### config.mk
export PLATFORM = sky130hd
export DESIGN_NAME = ddmr_mode_regs
export DESIGN_NICKNAME = d
export VERILOG_FILES = /design/src/inc/ddmr_pkg.sv /design/src/core/ddmr_mode_regs.sv /design/src/core/ddmr_rst_sync.sv /design/src/core/ddmr_step_cnt.sv
export VERILOG_INCLUDE_DIRS = /design/src /design/src/inc
export SDC_FILE = /design/constraint.sdc
export NUM_CORES = 1
export LEC_CHECK = 0
export BUFFER_PORTS_ARGS = -buffer_cell sky130_fd_sc_hd__buf_2
export CORE_MARGIN = 5
export CORE_UTILIZATION = 48
export DETAILED_ROUTE_END_ITERATION = 8
export PLACE_DENSITY = 0.77
export SLEW_MARGIN = 25
export SYNTH_ARGS = -nofsm -noshare
export SYNTH_HDL_FRONTEND = slang
export SYNTH_HIERARCHICAL = 1
export SYNTH_SLANG_ARGS = --single-unit
export TNS_END_PERCENT = 50
### constraint.sdc
create_clock -name core_clk -period 2.8 [get_ports core_clk]
set_clock_uncertainty 0.05 [all_clocks]
set_input_delay 0.28 -clock core_clk [delete_from_list [all_inputs] [get_ports core_clk]]
set_output_delay 0.28 -clock core_clk [all_outputs]
set_load 0.01 [all_outputs]
### src/inc/ddmr_map.svh
`ifndef DDMR_MAP_SVH
`define DDMR_MAP_SVH
// Bank select codes of a register-set command
`define DDMR_BA_MR      2'h0
`define DDMR_BA_EMR1    2'h1
`define DDMR_BA_EMR2    2'h2
`define DDMR_BA_EMR3    2'h3
// Field positions of the first extended register
`define DDMR_E1_DLL     0
`define DDMR_E1_HALF    1
`define DDMR_E1_RTT_LO  2
`define DDMR_E1_AL_LSB  3
`define DDMR_E1_RTT_HI  6
`define DDMR_E1_CAL_LSB 7
`define DDMR_E1_DQSN    10
`define DDMR_E1_QOFF    12
// Field positions of the second extended register
`define DDMR_E2_DCC     3
`define DDMR_E2_SRT     7
// Calibration field codes
`define DDMR_CAL_EXIT   3'h0
`define DDMR_CAL_HI     3'h1
`define DDMR_CAL_LO     3'h2
`define DDMR_CAL_ADJ    3'h4
`define DDMR_CAL_DEF    3'h7
// Reset values
`define DDMR_MREG_RST   13'h0000
`define DDMR_CTRL_RST   2'h0
`define DDMR_STEP_DEF   4'h8
// Software register offsets
`define DDMR_OFF_CTRL   8'h00
`define DDMR_OFF_MR     8'h04
`define DDMR_OFF_EMR1   8'h08
`define DDMR_OFF_EMR2   8'h0C
`define DDMR_OFF_EMR3   8'h10
`define DDMR_OFF_CAL    8'h14
`define DDMR_OFF_STAT   8'h18
// Index of the last bit time in an adjust burst, counted from zero
`define DDMR_ADJ_LAST   2'h3
`endif

### src/inc/ddmr_pkg.sv
package ddmr_pkg;
  typedef logic [12:0] ddmr_mreg_t;
  typedef logic [3:0]  ddmr_step_t;
  typedef enum logic [2:0] {
    CAL_EXIT, CAL_DRIVE_HI, CAL_DRIVE_LO, CAL_ADJUST, CAL_DEFAULT
  } ddmr_cal_e;
  typedef struct packed {
    logic [1:0] sync;
  } ddmr_rst_s;
  typedef struct packed {
    ddmr_step_t step;
  } ddmr_step_s;
  typedef struct packed {
    ddmr_mreg_t mr;
    ddmr_mreg_t emr1;
    ddmr_mreg_t emr2;
    ddmr_mreg_t emr3;
    ddmr_cal_e  cal_mode;
    logic       adj_busy;
    logic [1:0] adj_cnt;
    logic [3:0] adj_bits;
    logic       self_ref;
    logic       cke_q;
    logic       def_set;
    logic       adjusted;
    logic [1:0] ctrl;
    logic [31:0] rdata;
  } ddmr_core_s;
endpackage : ddmr_pkg

### src/core/ddmr_mode_regs.sv
// Behaviour
// - Decode first extended write on all strobes low, BA1 low, BA0 high.
// - First extended register fields: DLL, half drive, latency, termination, cal, DQS#.
// - DLL turns off in self refresh and back on at exit.
// - Decode second extended write on strobes low, BA1 high, BA0 low.
// - Second extended A7 raises self-refresh rate above 85C when supported.
// - Second extended A3 may control the duty cycle corrector.
// - Calibration field: 000 exit, 001 high, 010 low, 100 adjust, 111 default.
// - Drive high: DQ and DQS high, DQS# low; drive low inverts.
// - Apply adjust code to all drivers; listed codes step pull-up/pull-down.
// - Steps limited to sixteen; stepping past the limit does nothing.
// - Default drive valid only at full strength and without adjustment.
// - Decode base register write on strobes and BA0, BA1 low.
// - Decode third extended write with BA2 low, BA0 and BA1 high.
`include "ddmr_map.svh"

module ddmr_mode_regs #(
  parameter int unsigned STEPS = 16
) (
  // Clock and reset
  input  wire logic              core_clk,
  input  wire logic              rst_n,
  // Command and address pins
  input  wire logic              cke,
  input  wire logic              cs_n,
  input  wire logic              ras_n,
  input  wire logic              cas_n,
  input  wire logic              we_n,
  input  wire logic [2:0]        ba,
  input  wire ddmr_pkg::ddmr_mreg_t addr,
  input  wire logic              dq_bit,
  // Software register port
  input  wire logic [7:0]        reg_addr,
  input  wire logic [31:0]       reg_wdata,
  input  wire logic              reg_wr,
  input  wire logic              reg_rd,
  output logic [31:0]            reg_rdata,
  // Data pin drive during calibration
  output logic [15:0]            dq_out,
  output logic                   dq_oe,
  output logic [1:0]             dqs_out,
  output logic [1:0]             dqs_n_out,
  output logic                   dqs_oe,
  // Decoded settings
  output logic                   dll_enable,
  output logic                   half_strength,
  output logic [2:0]             additive_latency,
  output logic [1:0]             rtt_sel,
  output logic                   dqs_n_disable,
  output logic                   output_disable,
  output logic                   high_temp_sr,
  output logic                   dcc_enable,
  output logic                   default_drive,
  output ddmr_pkg::ddmr_step_t   pu_step,
  output ddmr_pkg::ddmr_step_t   pd_step
);
  import ddmr_pkg::*;

  ////////////////////////////////////////////////////////////////////////
  // Helpers

  // Map a calibration field to its mode; undefined codes exit
  function automatic ddmr_cal_e cal_decode(input logic [2:0] f);
    unique case (f)
      `DDMR_CAL_HI:  cal_decode = CAL_DRIVE_HI;
      `DDMR_CAL_LO:  cal_decode = CAL_DRIVE_LO;
      `DDMR_CAL_ADJ: cal_decode = CAL_ADJUST;
      `DDMR_CAL_DEF: cal_decode = CAL_DEFAULT;
      default:       cal_decode = CAL_EXIT;
    endcase
  endfunction

  // Adjust code {DT0..DT3} to {pd_dec, pd_inc, pu_dec, pu_inc}
  function automatic logic [3:0] adj_decode(input logic [3:0] c);
    unique case (c)
      4'h1, 4'h2, 4'h4, 4'h8, 4'h5, 4'h6, 4'h9, 4'hA: adj_decode = c;
      default: adj_decode = 4'h0;
    endcase
  endfunction

  ////////////////////////////////////////////////////////////////////////
  // Reset release and state

  logic       rst_sync_n;
  ddmr_core_s st;
  ddmr_core_s next_st;

  ddmr_rst_sync u_rst (
    .core_clk   (core_clk),
    .rst_n      (rst_n),
    .rst_sync_n (rst_sync_n)
  );

  ////////////////////////////////////////////////////////////////////////
  // Command decode

  logic       cmd_set;
  logic       cmd_write;
  logic       cmd_sr_entry;
  logic       wr_mr;
  logic       wr_e1;
  logic       wr_e2;
  logic       wr_e3;
  logic [3:0] adj_act;
  logic       adj_done;
  logic       def_load;

  // Register-set needs CKE high now and one cycle back
  assign cmd_set      = !cs_n && !ras_n && !cas_n && !we_n && cke && st.cke_q;
  assign cmd_write    = !cs_n && ras_n && !cas_n && !we_n && cke;
  assign cmd_sr_entry = !cs_n && !ras_n && !cas_n && we_n && st.cke_q && !cke;
  assign wr_mr = cmd_set && ba[1:0] == `DDMR_BA_MR;
  assign wr_e1 = cmd_set && ba[1:0] == `DDMR_BA_EMR1;
  assign wr_e2 = cmd_set && ba[1:0] == `DDMR_BA_EMR2;
  // Only the third extended register checks BA2
  assign wr_e3 = cmd_set && ba[1:0] == `DDMR_BA_EMR3 && !ba[2];

  // Last bit time of a burst; a register-set in the same cycle aborts it
  assign adj_done = st.adj_busy && st.adj_cnt == `DDMR_ADJ_LAST && !cmd_set;
  // Code arrives first bit time first, so DT0 ends at the top
  assign adj_act  = adj_done ? adj_decode({st.adj_bits[2:0], dq_bit})
                             : 4'h0;
  // Only the default code reloads; exit and the rest keep the steps
  assign def_load = wr_e1 &&
                    addr[`DDMR_E1_CAL_LSB +: 3] == `DDMR_CAL_DEF;

  ////////////////////////////////////////////////////////////////////////
  // Driver strength steps, shared by every DQ driver

  ddmr_step_cnt #(.STEPS(STEPS)) u_pu (
    .core_clk (core_clk),
    .rst_n    (rst_sync_n),
    .load     (def_load),
    .load_val (`DDMR_STEP_DEF),
    .inc      (adj_act[0]),
    .dec      (adj_act[1]),
    .step     (pu_step)
  );

  ddmr_step_cnt #(.STEPS(STEPS)) u_pd (
    .core_clk (core_clk),
    .rst_n    (rst_sync_n),
    .load     (def_load),
    .load_val (`DDMR_STEP_DEF),
    .inc      (adj_act[2]),
    .dec      (adj_act[3]),
    .step     (pd_step)
  );

  ////////////////////////////////////////////////////////////////////////
  // Next state

  always_comb begin
    next_st       = st;
    next_st.cke_q = cke;
    next_st.rdata = 32'h0000_0000;
    // Register writes from the command bus
    if (wr_mr) begin
      next_st.mr = addr;
    end
    if (wr_e1) begin
      next_st.emr1     = addr;
      next_st.cal_mode = cal_decode(addr[`DDMR_E1_CAL_LSB +: 3]);
      next_st.adj_busy = 1'b0;
    end
    if (wr_e2) begin
      next_st.emr2 = addr;
    end
    if (wr_e3) begin
      next_st.emr3 = addr;
    end
    // Default load clears any earlier adjustment
    if (def_load) begin
      next_st.def_set  = 1'b1;
      next_st.adjusted = 1'b0;
    end
    // Adjust burst capture after a write in adjust mode
    if (cmd_set) begin
      next_st.adj_busy = 1'b0;
    end else if (st.adj_busy) begin
      next_st.adj_bits = {st.adj_bits[2:0], dq_bit};
      next_st.adj_cnt  = st.adj_cnt + 2'h1;
      if (st.adj_cnt == `DDMR_ADJ_LAST) begin
        next_st.adj_busy = 1'b0;
      end
    end else if (cmd_write && st.cal_mode == CAL_ADJUST) begin
      next_st.adj_busy = 1'b1;
      next_st.adj_cnt  = 2'h0;
    end
    if (adj_done) begin
      next_st.adjusted = 1'b1;
    end
    // Self refresh tracking
    if (cmd_sr_entry) begin
      next_st.self_ref = 1'b1;
    end else if (st.self_ref && cke) begin
      next_st.self_ref = 1'b0;
    end
    // Software port
    if (reg_wr && reg_addr == `DDMR_OFF_CTRL) begin
      next_st.ctrl = reg_wdata[1:0];
    end
    if (reg_rd) begin
      unique case (reg_addr)
        `DDMR_OFF_CTRL: next_st.rdata = {30'h0, st.ctrl};
        `DDMR_OFF_MR:   next_st.rdata = {19'h0, st.mr};
        `DDMR_OFF_EMR1: next_st.rdata = {19'h0, st.emr1};
        `DDMR_OFF_EMR2: next_st.rdata = {19'h0, st.emr2};
        `DDMR_OFF_EMR3: next_st.rdata = {19'h0, st.emr3};
        `DDMR_OFF_CAL:  next_st.rdata = {20'h0, default_drive,
                                         st.cal_mode, pd_step, pu_step};
        `DDMR_OFF_STAT: next_st.rdata = {30'h0, st.self_ref, dll_enable};
        default:        next_st.rdata = 32'h0000_0000;
      endcase
    end
  end

  // Single state register
  always_ff @(posedge core_clk or negedge rst_sync_n) begin
    if (!rst_sync_n) begin
      st          <= '0;
      st.mr       <= `DDMR_MREG_RST;
      st.emr1     <= `DDMR_MREG_RST;
      st.emr2     <= `DDMR_MREG_RST;
      st.emr3     <= `DDMR_MREG_RST;
      st.cal_mode <= CAL_EXIT;
      st.ctrl     <= `DDMR_CTRL_RST;
    end else begin
      st <= next_st;
    end
  end

  ////////////////////////////////////////////////////////////////////////
  // Outputs

  // DLL follows the register unless self refresh holds it off
  assign dll_enable       = !st.emr1[`DDMR_E1_DLL] && !st.self_ref;
  assign half_strength    = st.emr1[`DDMR_E1_HALF];
  assign additive_latency = st.emr1[`DDMR_E1_AL_LSB +: 3];
  assign rtt_sel          = {st.emr1[`DDMR_E1_RTT_HI], st.emr1[`DDMR_E1_RTT_LO]};
  assign dqs_n_disable    = st.emr1[`DDMR_E1_DQSN];
  assign output_disable   = st.emr1[`DDMR_E1_QOFF];
  // Gated by software straps since not every part has these features
  assign high_temp_sr     = st.emr2[`DDMR_E2_SRT] && st.ctrl[0];
  assign dcc_enable       = st.emr2[`DDMR_E2_DCC] && st.ctrl[1];
  assign default_drive    = st.def_set && !st.adjusted && !half_strength;
  assign reg_rdata        = st.rdata;

  // Calibration drive levels
  assign dq_oe     = st.cal_mode == CAL_DRIVE_HI || st.cal_mode == CAL_DRIVE_LO;
  assign dqs_oe    = dq_oe;
  assign dq_out    = (st.cal_mode == CAL_DRIVE_HI) ? 16'hFFFF : 16'h0000;
  assign dqs_out   = (st.cal_mode == CAL_DRIVE_HI) ? 2'h3 : 2'h0;
  assign dqs_n_out = (st.cal_mode == CAL_DRIVE_LO) ? 2'h3 : 2'h0;

  ////////////////////////////////////////////////////////////////////////
  // Checks

  property p_mr_wr;
    @(posedge core_clk) disable iff (!rst_sync_n)
    wr_mr |=> st.mr == $past(addr);
  endproperty
  a_mr_wr: assert property (p_mr_wr) else $error("base write lost");

  property p_e1_wr;
    @(posedge core_clk) disable iff (!rst_sync_n)
    wr_e1 |=> additive_latency == $past(addr[5:3])
              && rtt_sel == {$past(addr[6]), $past(addr[2])};
  endproperty
  a_e1_wr: assert property (p_e1_wr) else $error("ext one fields wrong");

  property p_e2_wr;
    @(posedge core_clk) disable iff (!rst_sync_n)
    wr_e2 |=> high_temp_sr == ($past(addr[7]) && st.ctrl[0]);
  endproperty
  a_e2_wr: assert property (p_e2_wr) else $error("ext two rate wrong");

  property p_e3_wr;
    @(posedge core_clk) disable iff (!rst_sync_n)
    cmd_set && ba == 3'h7 |=> $stable(st.emr3);
  endproperty
  a_e3_wr: assert property (p_e3_wr) else $error("ext three took BA2 high");

  property p_dll_sr;
    @(posedge core_clk) disable iff (!rst_sync_n)
    cmd_sr_entry |=> st.self_ref && !dll_enable;
  endproperty
  a_dll_sr: assert property (p_dll_sr) else $error("dll on in self refresh");

  property p_drive;
    @(posedge core_clk) disable iff (!rst_sync_n)
    wr_e1 && addr[9:7] == 3'h1 |=> dq_oe && dq_out == 16'hFFFF && dqs_n_out == 2'h0;
  endproperty
  a_drive: assert property (p_drive) else $error("drive high wrong");

  property p_cal_lo;
    @(posedge core_clk) disable iff (!rst_sync_n)
    wr_e1 && addr[9:7] == 3'h2 |=> st.cal_mode == CAL_DRIVE_LO && dqs_n_out == 2'h3;
  endproperty
  a_cal_lo: assert property (p_cal_lo) else $error("drive low decode wrong");

  property p_exit_hold;
    @(posedge core_clk) disable iff (!rst_sync_n)
    wr_e1 && addr[9:7] == 3'h0 |=> $stable(pu_step) && $stable(pd_step);
  endproperty
  a_exit_hold: assert property (p_exit_hold) else $error("exit moved steps");

  property p_adj_up;
    @(posedge core_clk) disable iff (!rst_sync_n)
    adj_act[0] && !adj_act[1] && pu_step != 4'hF |=> pu_step == $past(pu_step) + 4'h1;
  endproperty
  a_adj_up: assert property (p_adj_up) else $error("pull-up step missed");

  property p_half;
    @(posedge core_clk) disable iff (!rst_sync_n)
    wr_e1 && addr[1] |=> !default_drive;
  endproperty
  a_half: assert property (p_half) else $error("default at half drive");

  c_adjust: cover property (@(posedge core_clk) disable iff (!rst_sync_n) adj_done);
  c_sr_exit: cover property (@(posedge core_clk) disable iff (!rst_sync_n)
    $fell(st.self_ref));
  c_default: cover property (@(posedge core_clk) disable iff (!rst_sync_n)
    default_drive);

  // Exit must release the pins, or the bus fights the controller
  property p_oe_exit;
    @(posedge core_clk) disable iff (!rst_sync_n)
    wr_e1 && addr[9:7] == 3'h0 |=> !dq_oe && !dqs_oe;
  endproperty
  a_oe_exit: assert property (p_oe_exit) else $error("exit left drivers on");

  property p_pd_floor;
    @(posedge core_clk) disable iff (!rst_sync_n)
    adj_act[3] && pd_step == 4'h0 |=> pd_step == 4'h0;
  endproperty
  a_pd_floor: assert property (p_pd_floor) else $error("pull-down below floor");

  c_drive_lo: cover property (@(posedge core_clk) disable iff (!rst_sync_n)
    st.cal_mode == CAL_DRIVE_LO);
endmodule // ddmr_mode_regs

### src/core/ddmr_rst_sync.sv
module ddmr_rst_sync (
  // Clock and raw reset
  input  wire logic core_clk,
  input  wire logic rst_n,
  // Released reset
  output logic      rst_sync_n
);
  import ddmr_pkg::*;
  ddmr_rst_s st;
  ddmr_rst_s next_st;

  // Shift ones in after release; assert at once
  always_comb begin
    next_st.sync = {st.sync[0], 1'b1};
  end

  always_ff @(posedge core_clk or negedge rst_n) begin
    if (!rst_n) begin
      st <= '0;
    end else begin
      st <= next_st;
    end
  end

  assign rst_sync_n = st.sync[1];
endmodule // ddmr_rst_sync

### src/core/ddmr_step_cnt.sv
`include "ddmr_map.svh"

module ddmr_step_cnt #(
  parameter int unsigned STEPS = 16
) (
  // Clock and reset
  input  wire logic        core_clk,
  input  wire logic        rst_n,
  // Control
  input  wire logic        load,
  input  wire ddmr_pkg::ddmr_step_t load_val,
  input  wire logic        inc,
  input  wire logic        dec,
  // Current step
  output ddmr_pkg::ddmr_step_t step
);
  import ddmr_pkg::*;
  localparam ddmr_step_t MAX = ddmr_step_t'(STEPS - 1);
  ddmr_step_s st;
  ddmr_step_s next_st;

  // Saturate at both ends so a code past the limit does nothing
  always_comb begin
    next_st = st;
    if (load) begin
      next_st.step = load_val;
    end else if (inc && !dec && st.step != MAX) begin
      next_st.step = st.step + 4'h1;
    end else if (dec && !inc && st.step != 4'h0) begin
      next_st.step = st.step - 4'h1;
    end
  end

  always_ff @(posedge core_clk or negedge rst_n) begin
    if (!rst_n) begin
      st.step <= `DDMR_STEP_DEF;
    end else begin
      st <= next_st;
    end
  end

  assign step = st.step;

  // Increment at the top must not wrap to zero
  property p_sat_top;
    @(posedge core_clk) disable iff (!rst_n)
    st.step == MAX && inc && !dec && !load |=> st.step == MAX;
  endproperty
  a_sat_top: assert property (p_sat_top) else $error("step wrapped at top");
endmodule // ddmr_step_cnt

**Word-level counts from Yosys, hierarchy flattened**

Index checks and enable logic that the tools add are counted.

- $add $sub $neg: 5
- Reductions and logical operators: 64
- Bitwise logic cells: 1
- Equal/unequal tests: 27
- Mux-type cells: 23

Operator list:

| operator | count |
|---|---|
| $pmux W13 S7 | 1 |
| $logic_and A1 B1 Y1 | 36 |
| $mux W4 | 8 |
| $eq A8 B5 Y1 const B | 3 |
| $eq A8 B4 Y1 const B | 2 |
| $mux W16 | 1 |
| $logic_not A1 Y1 | 15 |
| $mux W13 | 1 |
| $eq A4 B3 Y1 const B | 3 |
| $eq A4 B4 Y1 const B | 3 |
| $pmux W3 S4 | 1 |
| $eq A3 B2 Y1 const B | 3 |
| $add A4 B1 Y4 const B | 2 |
| $eq A8 B3 Y1 const B | 1 |
| $logic_not A8 Y1 | 1 |
| $ne A4 B4 Y1 const B | 2 |
| $reduce_bool A4 Y1 | 2 |
| $reduce_or A8 Y1 | 1 |
| $sub A4 B1 Y4 const B | 2 |
| $mux W1 | 7 |
| $eq A2 B2 Y1 const B | 3 |
| $eq A3 B1 Y1 const B | 2 |
| $eq A3 B3 Y1 const B | 2 |
| $mux W3 | 2 |
| other kinds (11) | 16 |

- Flip-flop bits (word level): 109
- Input bits: 66

**Depth between registers and ports, before layout**

Gate-level depths: netlist of run 1.

- Depth after elaboration: 15
- Depth in mapped cells: 11
- Depth with buffers taken out: 10

**Hierarchy**

The synthesis of run 1 kept the hierarchy.

Modules (own cells, without submodules):

| module | seq. area each (µm²) | times used | area each (µm²) | cells each |
|---|---|---|---|---|
| ddmr_mode_regs | 2,001.9 | 1 | 4,346.7 | 370 |
| ddmr_step_cnt | 101.3 | 2 | 331.6 | 33 |
| ddmr_rst_sync | 50.0 | 1 | 53.8 | 3 |

**Least setup slack after synthesis of run 1**

No wires, ideal clock.

- Path kind: in2reg
- Start: input ras_n
- End: register, netlist name u_pu/step[3]
- Arrival time: 2.927 ns
- Stages on the path: 10
- Path buffers: 1
- Path slack: -0.271 ns
- Setup time: 0.094 ns
- Data required time: 2.656 ns
- Cell sequence: or4b_1 > buf_2 > o211ai_1 > a2111oi_0 > a41o_1 > or2_2 > ha_1 > a21o_1 > a2111o_1 > a311oi_1

- Cells in the longest elaborated chain, start to end: 14

Ends and longest elaborated chain:

| element | RTL line | source |
|---|---|---|
| from (decl) | ddmr_mode_regs.sv:26 | `input wire logic ras_n,` |
| $logic_not A1 Y1 (*) | ddmr_mode_regs.sv:109 | `assign cmd_set = !cs_n && !ras_n && !cas_n && !we_n && cke && st.cke_q;` |
| $logic_and A1 B1 Y1 (*) (5 in a row) | ddmr_mode_regs.sv:109 |  |
| $logic_not A1 Y1 (*) | ddmr_mode_regs.sv:119 | `` assign adj_done = st.adj_busy && st.adj_cnt == `DDMR_ADJ_LAST && !cmd_set; `` |
| $logic_and A1 B1 Y1 (*) | ddmr_mode_regs.sv:119 |  |
| $mux W4 (*) | ddmr_mode_regs.sv:121 | `assign adj_act = adj_done ? adj_decode({st.adj_bits[2:0], dq_bit})` |
| net adj_act[1] | ddmr_mode_regs.sv:104 | `logic [3:0] adj_act;` |
| $logic_not A1 Y1 | ddmr_step_cnt.sv:27 | `end else if (inc && !dec && st.step != MAX) begin` |
| $logic_and A1 B1 Y1 (2 in a row) | ddmr_step_cnt.sv:27 |  |
| $mux W4 | ddmr_step_cnt.sv:27 |  |
| $mux W4 | ddmr_step_cnt.sv:25 | `if (load) begin` |

Mark *: on every way through the listed nets, which the timed path passes. The rest lies on a longest branch.
A chain may end at the register's enable or synchronous reset.

**Worst setup path in the final report of run 1**

- Start: register st[36] in the netlist's numbering
- End: register, netlist name u_pu/step[3]

- Cells in the longest elaborated chain, start to end: 9

Ends and longest elaborated chain:

| element | RTL line | source |
|---|---|---|
| from (decl) | ddmr_mode_regs.sv:85 | `ddmr_core_s st;` |
| from (signal assigned) | ddmr_mode_regs.sv:229 | `st <= next_st;` |
| $logic_and A1 B1 Y1 (*) | ddmr_mode_regs.sv:109 |  |
| $logic_not A1 Y1 (*) | ddmr_mode_regs.sv:119 |  |
| $logic_and A1 B1 Y1 (*) | ddmr_mode_regs.sv:119 |  |
| $mux W4 (*) | ddmr_mode_regs.sv:121 |  |
| net adj_act[1] | ddmr_mode_regs.sv:104 |  |
| $logic_not A1 Y1 | ddmr_step_cnt.sv:27 |  |
| $logic_and A1 B1 Y1 (2 in a row) | ddmr_step_cnt.sv:27 |  |
| $mux W4 | ddmr_step_cnt.sv:27 |  |
| $mux W4 | ddmr_step_cnt.sv:25 |  |

Marked as above.

==> flow_summary.toml, run 1 <==
[outcome]
status = "finished, violations left"
failing_checks = "setup timing"

[synth]
synth-warning-count = 6
synth.distinct_cells = 56
synth-edff-count = 0
synthArstFlopShare_pct = 100.0
synth_cells = 439
synth_top_cell_by_area = "dfrtp_1"
ys_seq_elements = 90
seq_area_frac_synth_pct = 44.53
synth_commonest_cells = "88 x dfrtp_1, 56 x buf_4, 46 x mux2_2"
post_synth_main_area_contributors = "dfrtp_1 43%, mux2_2 10%, buf_4 8.3%, mux2_4 5.9%, nand4_1 2.5%"
synth_top_cell_area_share_pct = 43.49
synthMostInstantiatedCell = "dfrtp_1"
post_synth_instance_area_sq_um = 5064
dominantRegCellSynth = "dfrtp_1"
post_synth.cell_area_avg_sq_um = 11.53

[cts]
clkLatencyLatePin_ns = 0.36
numCtsBuffers = 9
ctsRootBufferMaster = "clkbuf_8"
clk_pin_slew_worst_paths_ns = 0.09
clk_path_buf_depth = 2
numClockSinks = 90
clock_tree_from_tritoncts = "built"
number_of_h_tree_levels = 3

[critical_path]
worst_r2r_startpoint = "st[36]"
cp-startpoint = "st[36]"
end_kind = "flop"
path_max_fanout = 3
start_kind = "flop"
cp_data_arrival_time_ns = 3.16
required_ns = 3.03
crit_type = "reg -> reg"

[run]
maxCapViolations = 0

[floorplanning]
dieArea_sq_um = 12700
std_cell_rows = 37
core-area_sq_um = 10320
die_w_um = 112.7
floorplan.initialDensity_pct = 49.05
floorplan.io_pins = 140
die_y_um = 112.7

[global_route]
global_route.usage.total_pct = 19.74
global_route_wire_length_before_repair_mm = 19.95
grt_remaining_overflow = 0
grt_start_max_net_pins = 50
first_global_vias = 3912
antenna_found_initial = 1

[layout]
syn_to_final_growth_pct = 17.42
fillers = 855
final_net_count = 602
diodes = 0
drive_gt1_share_pct = 45.51
combined_flip_flop_and_latch_cell_area_sq_um = 2258
layout.core_utilization_pct = 57.59
multiInputGateArea_sq_um = 2480

[timing]
hold_viol_final = 0
finalCriticalPeriod_ns = 2.930
final_max_slew_viol_count = 0
fin_crit_sh_pct = 104.6
rsz0062_at_grt = "true"
max_slew_margin_pct = 46.50
tightest_slew_ns = 0.7913
final_critical_path_setup_slack_ns = -0.1296
fmax_mhz = 341.3
finalSetupViolCount = 3

[pwr]
cellPowerDensity_nw_per_um2 = 481.1
overall_power_after_layout_mw = 2.860
standby_leakage_power_nw = 2.948
peakVddDrop_uv = 253.6

[drt]
routed_wl_mm = 12.50
drt.antenna.violating_nets = 0
drt_drc_violations_left = 0
drt-vias-per-instance = 5.552
num_vias = 3720
wire_per_inst_um = 18.66
detail_route.first_pass.iterations = 4
iter_0_drt_violations = 208

[placed_design]
place_hpwl_mm = 8.803
io_buffers = 90
globalplace.congestion = 0.8273

[worst_hold_path]
min_path_type = "in -> reg"
worstHoldStart = "cke"
[final timing paths]
kind / cells past startpoint / to / slack (ns)
max in group asynchronous: 1 / st[91] / 1.68
min in group asynchronous: 2 / u_rst/st[1] / 0.16
worst max register to register: 10 / u_pu/step[3] / -0.13
worst min register to register: 0 / u_pu/step[2] / 0.32
worst min-delay path: 2 / st[36] / 0.09
worst max-delay path: 10 / u_pu/step[3] / -0.13
[registers in the layout, indices dropped and copies added (netlist names)]
| register | cells |
|---|---|
| st | 59 |
| reg_rdata | 13 |
| u_pd/step | 4 |
| u_pu/step | 4 |
| additive_latency | 3 |
| rtt_sel | 2 |
| u_rst/st | 2 |
| dqs_n_disable | 1 |
| half_strength | 1 |
| output_disable | 1 |
[worst max-delay path, cell delays in order, from the launching register on]
cell and delay [ns]:
dfrtp_1 0.35, or4b_4 0.47, o211ai_1 0.22, buf_4 0.17, a2111oi_4 0.04, a41o_1 0.24, or2_4 0.26, ha_4 0.22
a21o_1 0.15, a2111o_1 0.41, a311oi_2 0.25
[area by class of cell]
cell class	instances	area share, %
multi-input cells	284	41.71
flip-flops and latches	90	37.98
repair buffers	132	12.98
well taps	136	2.862
clock buffers	12	2.441
clock inverters	4	1.263
inverters	12	0.7576
[per-stage QoR]
stage                     hold WS [ns]  instances  TNS, ns  setup slack, ns  area, sq um
final                          0.09136        670  -0.2777          -0.1296         5946
after CTS                      0.07737        667  -0.2007          -0.1118         5858
after global routing           0.07377        670  -0.4654          -0.1858         5946
after floorplan               -0.06559        464  -0.4204          -0.2186         5213
after detailed placement       0.01697        649   -1.063          -0.2987         5603
after global placement         0.01437        649  -0.8610          -0.2492         5603
[routing by layer]
layer  vias up  GRT usage (%)  part of all wire, %
met1      1875          24.10                   40
met2       130          33.69                   52
li1       1696              -                    -
met5         -              0                0.056
met3        17          6.043                  7.1
met4         2          5.849                  1.4
[logic make-up (layout without fill, tap and decap cells)]
| kind of cell | count (synthesis) | after routing | synth area share (%) |
|---|---|---|---|
| flip-flops | 90 | 90 | 44.53 |
| adder cells (fa/ha/maj) | 7 | 7 | 2.026 |
| AND/OR/NAND/NOR | 104 | 104 | 12.53 |
| other | 3 | 28 | 0.2224 |
| buffers and inverters | 90 | 160 | 11.22 |
| AO/OA/AOI/OAI | 61 | 61 | 9.266 |
| multiplexers | 78 | 78 | 19.17 |
| XOR/XNOR | 6 | 6 | 1.038 |
[repair_timing]
| item | in CTS | in global routing |
|---|---|---|
| endpoints found under the hold margin | 2 | 0 |
| hold buffers | 1 | 0 |
| pin swaps | 3 | 5 |
| gates resized for setup | 5 | 10 |
| buffers inserted | 1 | 3 |
| setup endpoints to repair | 5 | 6 |
[cells in the final DEF, fill, tap and decap left out, drive strengths merged, types with 7 or more instances in the layout]
master | Yosys | routed
buf | 65 | 131
nand3 | 8 | 8
nand3b | 12 | 12
nand4 | 20 | 20
o21ai | 8 | 8
conb | 3 | 28
a21o | 9 | 9
a31oi | 7 | 7
inv | 12 | 12
nor2b | 7 | 7
mux2i | 10 | 10
nor2 | 11 | 11
clkbuf | 13 | 12
nand2 | 13 | 13
mux2 | 66 | 66
dfrtp | 88 | 88
[power by group]
| part | switching, mW | internal, mW |
|---|---|---|
| registers | 0.0911 | 1.39 |
| clock network | 0.461 | 0.528 |
| logic | 0.199 | 0.194 |
| total | 0.751 | 2.11 |
Power figures use the tool's default switching activity.
==> inputs of run 2 (changes only) <==
==> constraint.sdc (replaced) <==
create_clock -name core_clk -period 2.5 [get_ports core_clk]
set_clock_uncertainty 0.05 [all_clocks]
set_input_delay 0.25 -clock core_clk [delete_from_list [all_inputs] [get_ports core_clk]]
set_output_delay 0.25 -clock core_clk [all_outputs]
set_load 0.01 [all_outputs]
==> run 2 against run 1 <==
- the flow still finishes with violations (setup timing)
- critical endpoint is now u_pd/step[3]
- core utilization up 0.96 points
- register-to-register slack got worse by 0.29 ns
- first-iteration DRC count increased by 5.3%
- clock-buffer cell count stayed put
- combinational power rose by 24%
- worst setup slack lost 0.29 ns
- maximum frequency up 0.44%
- wire length down 0.26%
- final cell count rose by 1.2%
- worst hold slack worse by 0.041 ns
==> flow_summary.toml, run 2 (synthesis results as in run 1) <==
[layout]
drive_gt1_share_pct = 46.13
largest_reg_flops = 59
layout.core_utilization_pct = 58.55
diodes = 0
final_net_count = 610
register_ranked_first_by_flip_flop_count = "st"
syn_to_final_growth_pct = 19.37
layout.cells.most_common_list = "90 x buf_2, 87 x dfrtp_1, 46 x mux2_2, 46 x buf_4, 28 x conb_1"
final_common_cell = "buf_2"

[floorplanning]
floorplan.initialDensity_pct = 49.05
floorplan.io_pins = 140
die_y_um = 112.7
std_cell_rows = 37
dieArea_sq_um = 12700
core-area_sq_um = 10320
die_w_um = 112.7

[critical_path]
cp_data_arrival_time_ns = 3.17
end_kind = "flop"
r2r_cells = 11
path_max_fanout = 3
required_ns = 2.75
start_kind = "flop"
crit_type = "reg -> reg"

[drt]
drt_drc_violations_left = 0
drt.antenna.violating_nets = 0
wire_per_inst_um = 18.39
iter_0_drt_violations = 219
routed_wl_mm = 12.47
drt-vias-per-instance = 5.488
num_vias = 3721
detail_route.first_pass.iterations = 4

[run]
maxCapViolations = 0

[cts]
numCtsBuffers = 9
clk_path_buf_depth = 2
numClockSinks = 90
clkLatencyLatePin_ns = 0.37
clock_tree_from_tritoncts = "built"
ctsRootBufferMaster = "clkbuf_8"
clk_pin_slew_worst_paths_ns = 0.09
number_of_h_tree_levels = 3

[timing]
fmax_mhz = 342.9
final_critical_path_setup_slack_ns = -0.4167
max_slew_margin_pct = 59.41
tightest_slew_ns = 0.6089
final.hold.worst_slack_ns = 0.05081
finalSetupViolCount = 6
final_max_slew_viol_count = 0
hold_viol_final = 0
finalCriticalPeriod_ns = 2.917
rsz0062_at_grt = "true"
fin_crit_sh_pct = 116.7

[global_route]
grt_remaining_overflow = 0
global_route.usage.total_pct = 19.74
global_route_wire_length_before_repair_mm = 20.06
antenna_found_initial = 0
first_global_vias = 3946
grt_start_max_net_pins = 46

[placed_design]
place_hpwl_mm = 8.840
globalplace.congestion = 0.8134
io_buffers = 90

[worst_hold_path]
min_path_type = "in -> reg"
min_path_cells = 2

[pwr]
cellPowerDensity_nw_per_um2 = 541.6
standby_leakage_power_nw = 3.009
peakVddDrop_uv = 270.4

[outcome]
failing_checks = "setup timing"
status = "finished, violations left"
[run 2: cell count changes in the layout (fill, tap and decap cells not counted), sizes merged]
cell,delta
clkinv,+2
clkinvlp,-2
buf,+8
[run 2: what timing repair did]
item                                   CTS  global route
gates resized for setup                  4             9
buffers inserted                         1             2
hold buffers                             1             0
setup endpoints to repair                7             8
pin swaps                                2             8
endpoints found under the hold margin    2             0
[run 2: power breakdown]
part / internal, mW / leakage, nW / switching [mW]
Combinational: 0.244 / 1.69 / 0.243
Clock: 0.619 / 0.117 / 0.523
Sequential: 1.55 / 1.20 / 0.0902
[run 2: routing by layer]
metal	GRT usage [%]	share of wire [%]	vias to the layer above
met5	0	0	-
met4	6.090	1.2	0
met3	4.706	6.6	12
met2	33.18	50	113
met1	25.28	42	1885
li1	-	-	1711
[run 2: cell type report]
class                           instances  area (sq um)
Fill cell                             860          4279
Multi-Input combinational cell        284          2485
Sequential cell                        90          2258
Timing Repair Buffer                  140         857.1
Tap cell                              136         170.2
Clock buffer                           12         155.1
Clock inverter                          4         73.82
Inverter                               12         45.04
[run 2: path summary, 6_finish.rpt]
kind / to / startpoint / slack, ns
max in group asynchronous: st[85] / u_rst/st[1] / 1.46
max reg2reg: u_pd/step[3] / st[36] / -0.42
max: u_pd/step[3] / st[36] / -0.42
min: st[36] / cke / 0.05
min in group asynchronous: u_rst/st[1] / rst_n / 0.13
min reg2reg: st[38] / u_rst/st[1] / 0.29
[run 2: worst max-delay path, cell delays in order (launching register included)]
cell and delay (ns):
dfrtp_1 0.37, or4b_4 0.47, o211ai_1 0.19, buf_4 0.18, a2111oi_4 0.06, a41o_1 0.24, or2_4 0.29, ha_4 0.22
a21o_1 0.16, a2111o_1 0.40, a21oi_1 0.17, a311oi_2 0.05
[run 2: stage by stage]
stage          total power, mW  worst slack [ns]  TNS, ns  std cells  instance area (sq um)
2_1_floorplan            1.967           -0.4886   -1.707        464                   5216
3_3_place_gp             2.106           -0.5672   -2.585        658                   5698
3_5_place_dp             2.132           -0.6906   -3.376        658                   5698
4_1_cts                  3.271           -0.5210   -2.379        676                   5961
5_1_grt                  3.420           -0.4986   -2.466        678                   6045
6_report                 3.274           -0.4167   -1.936        678                   6045
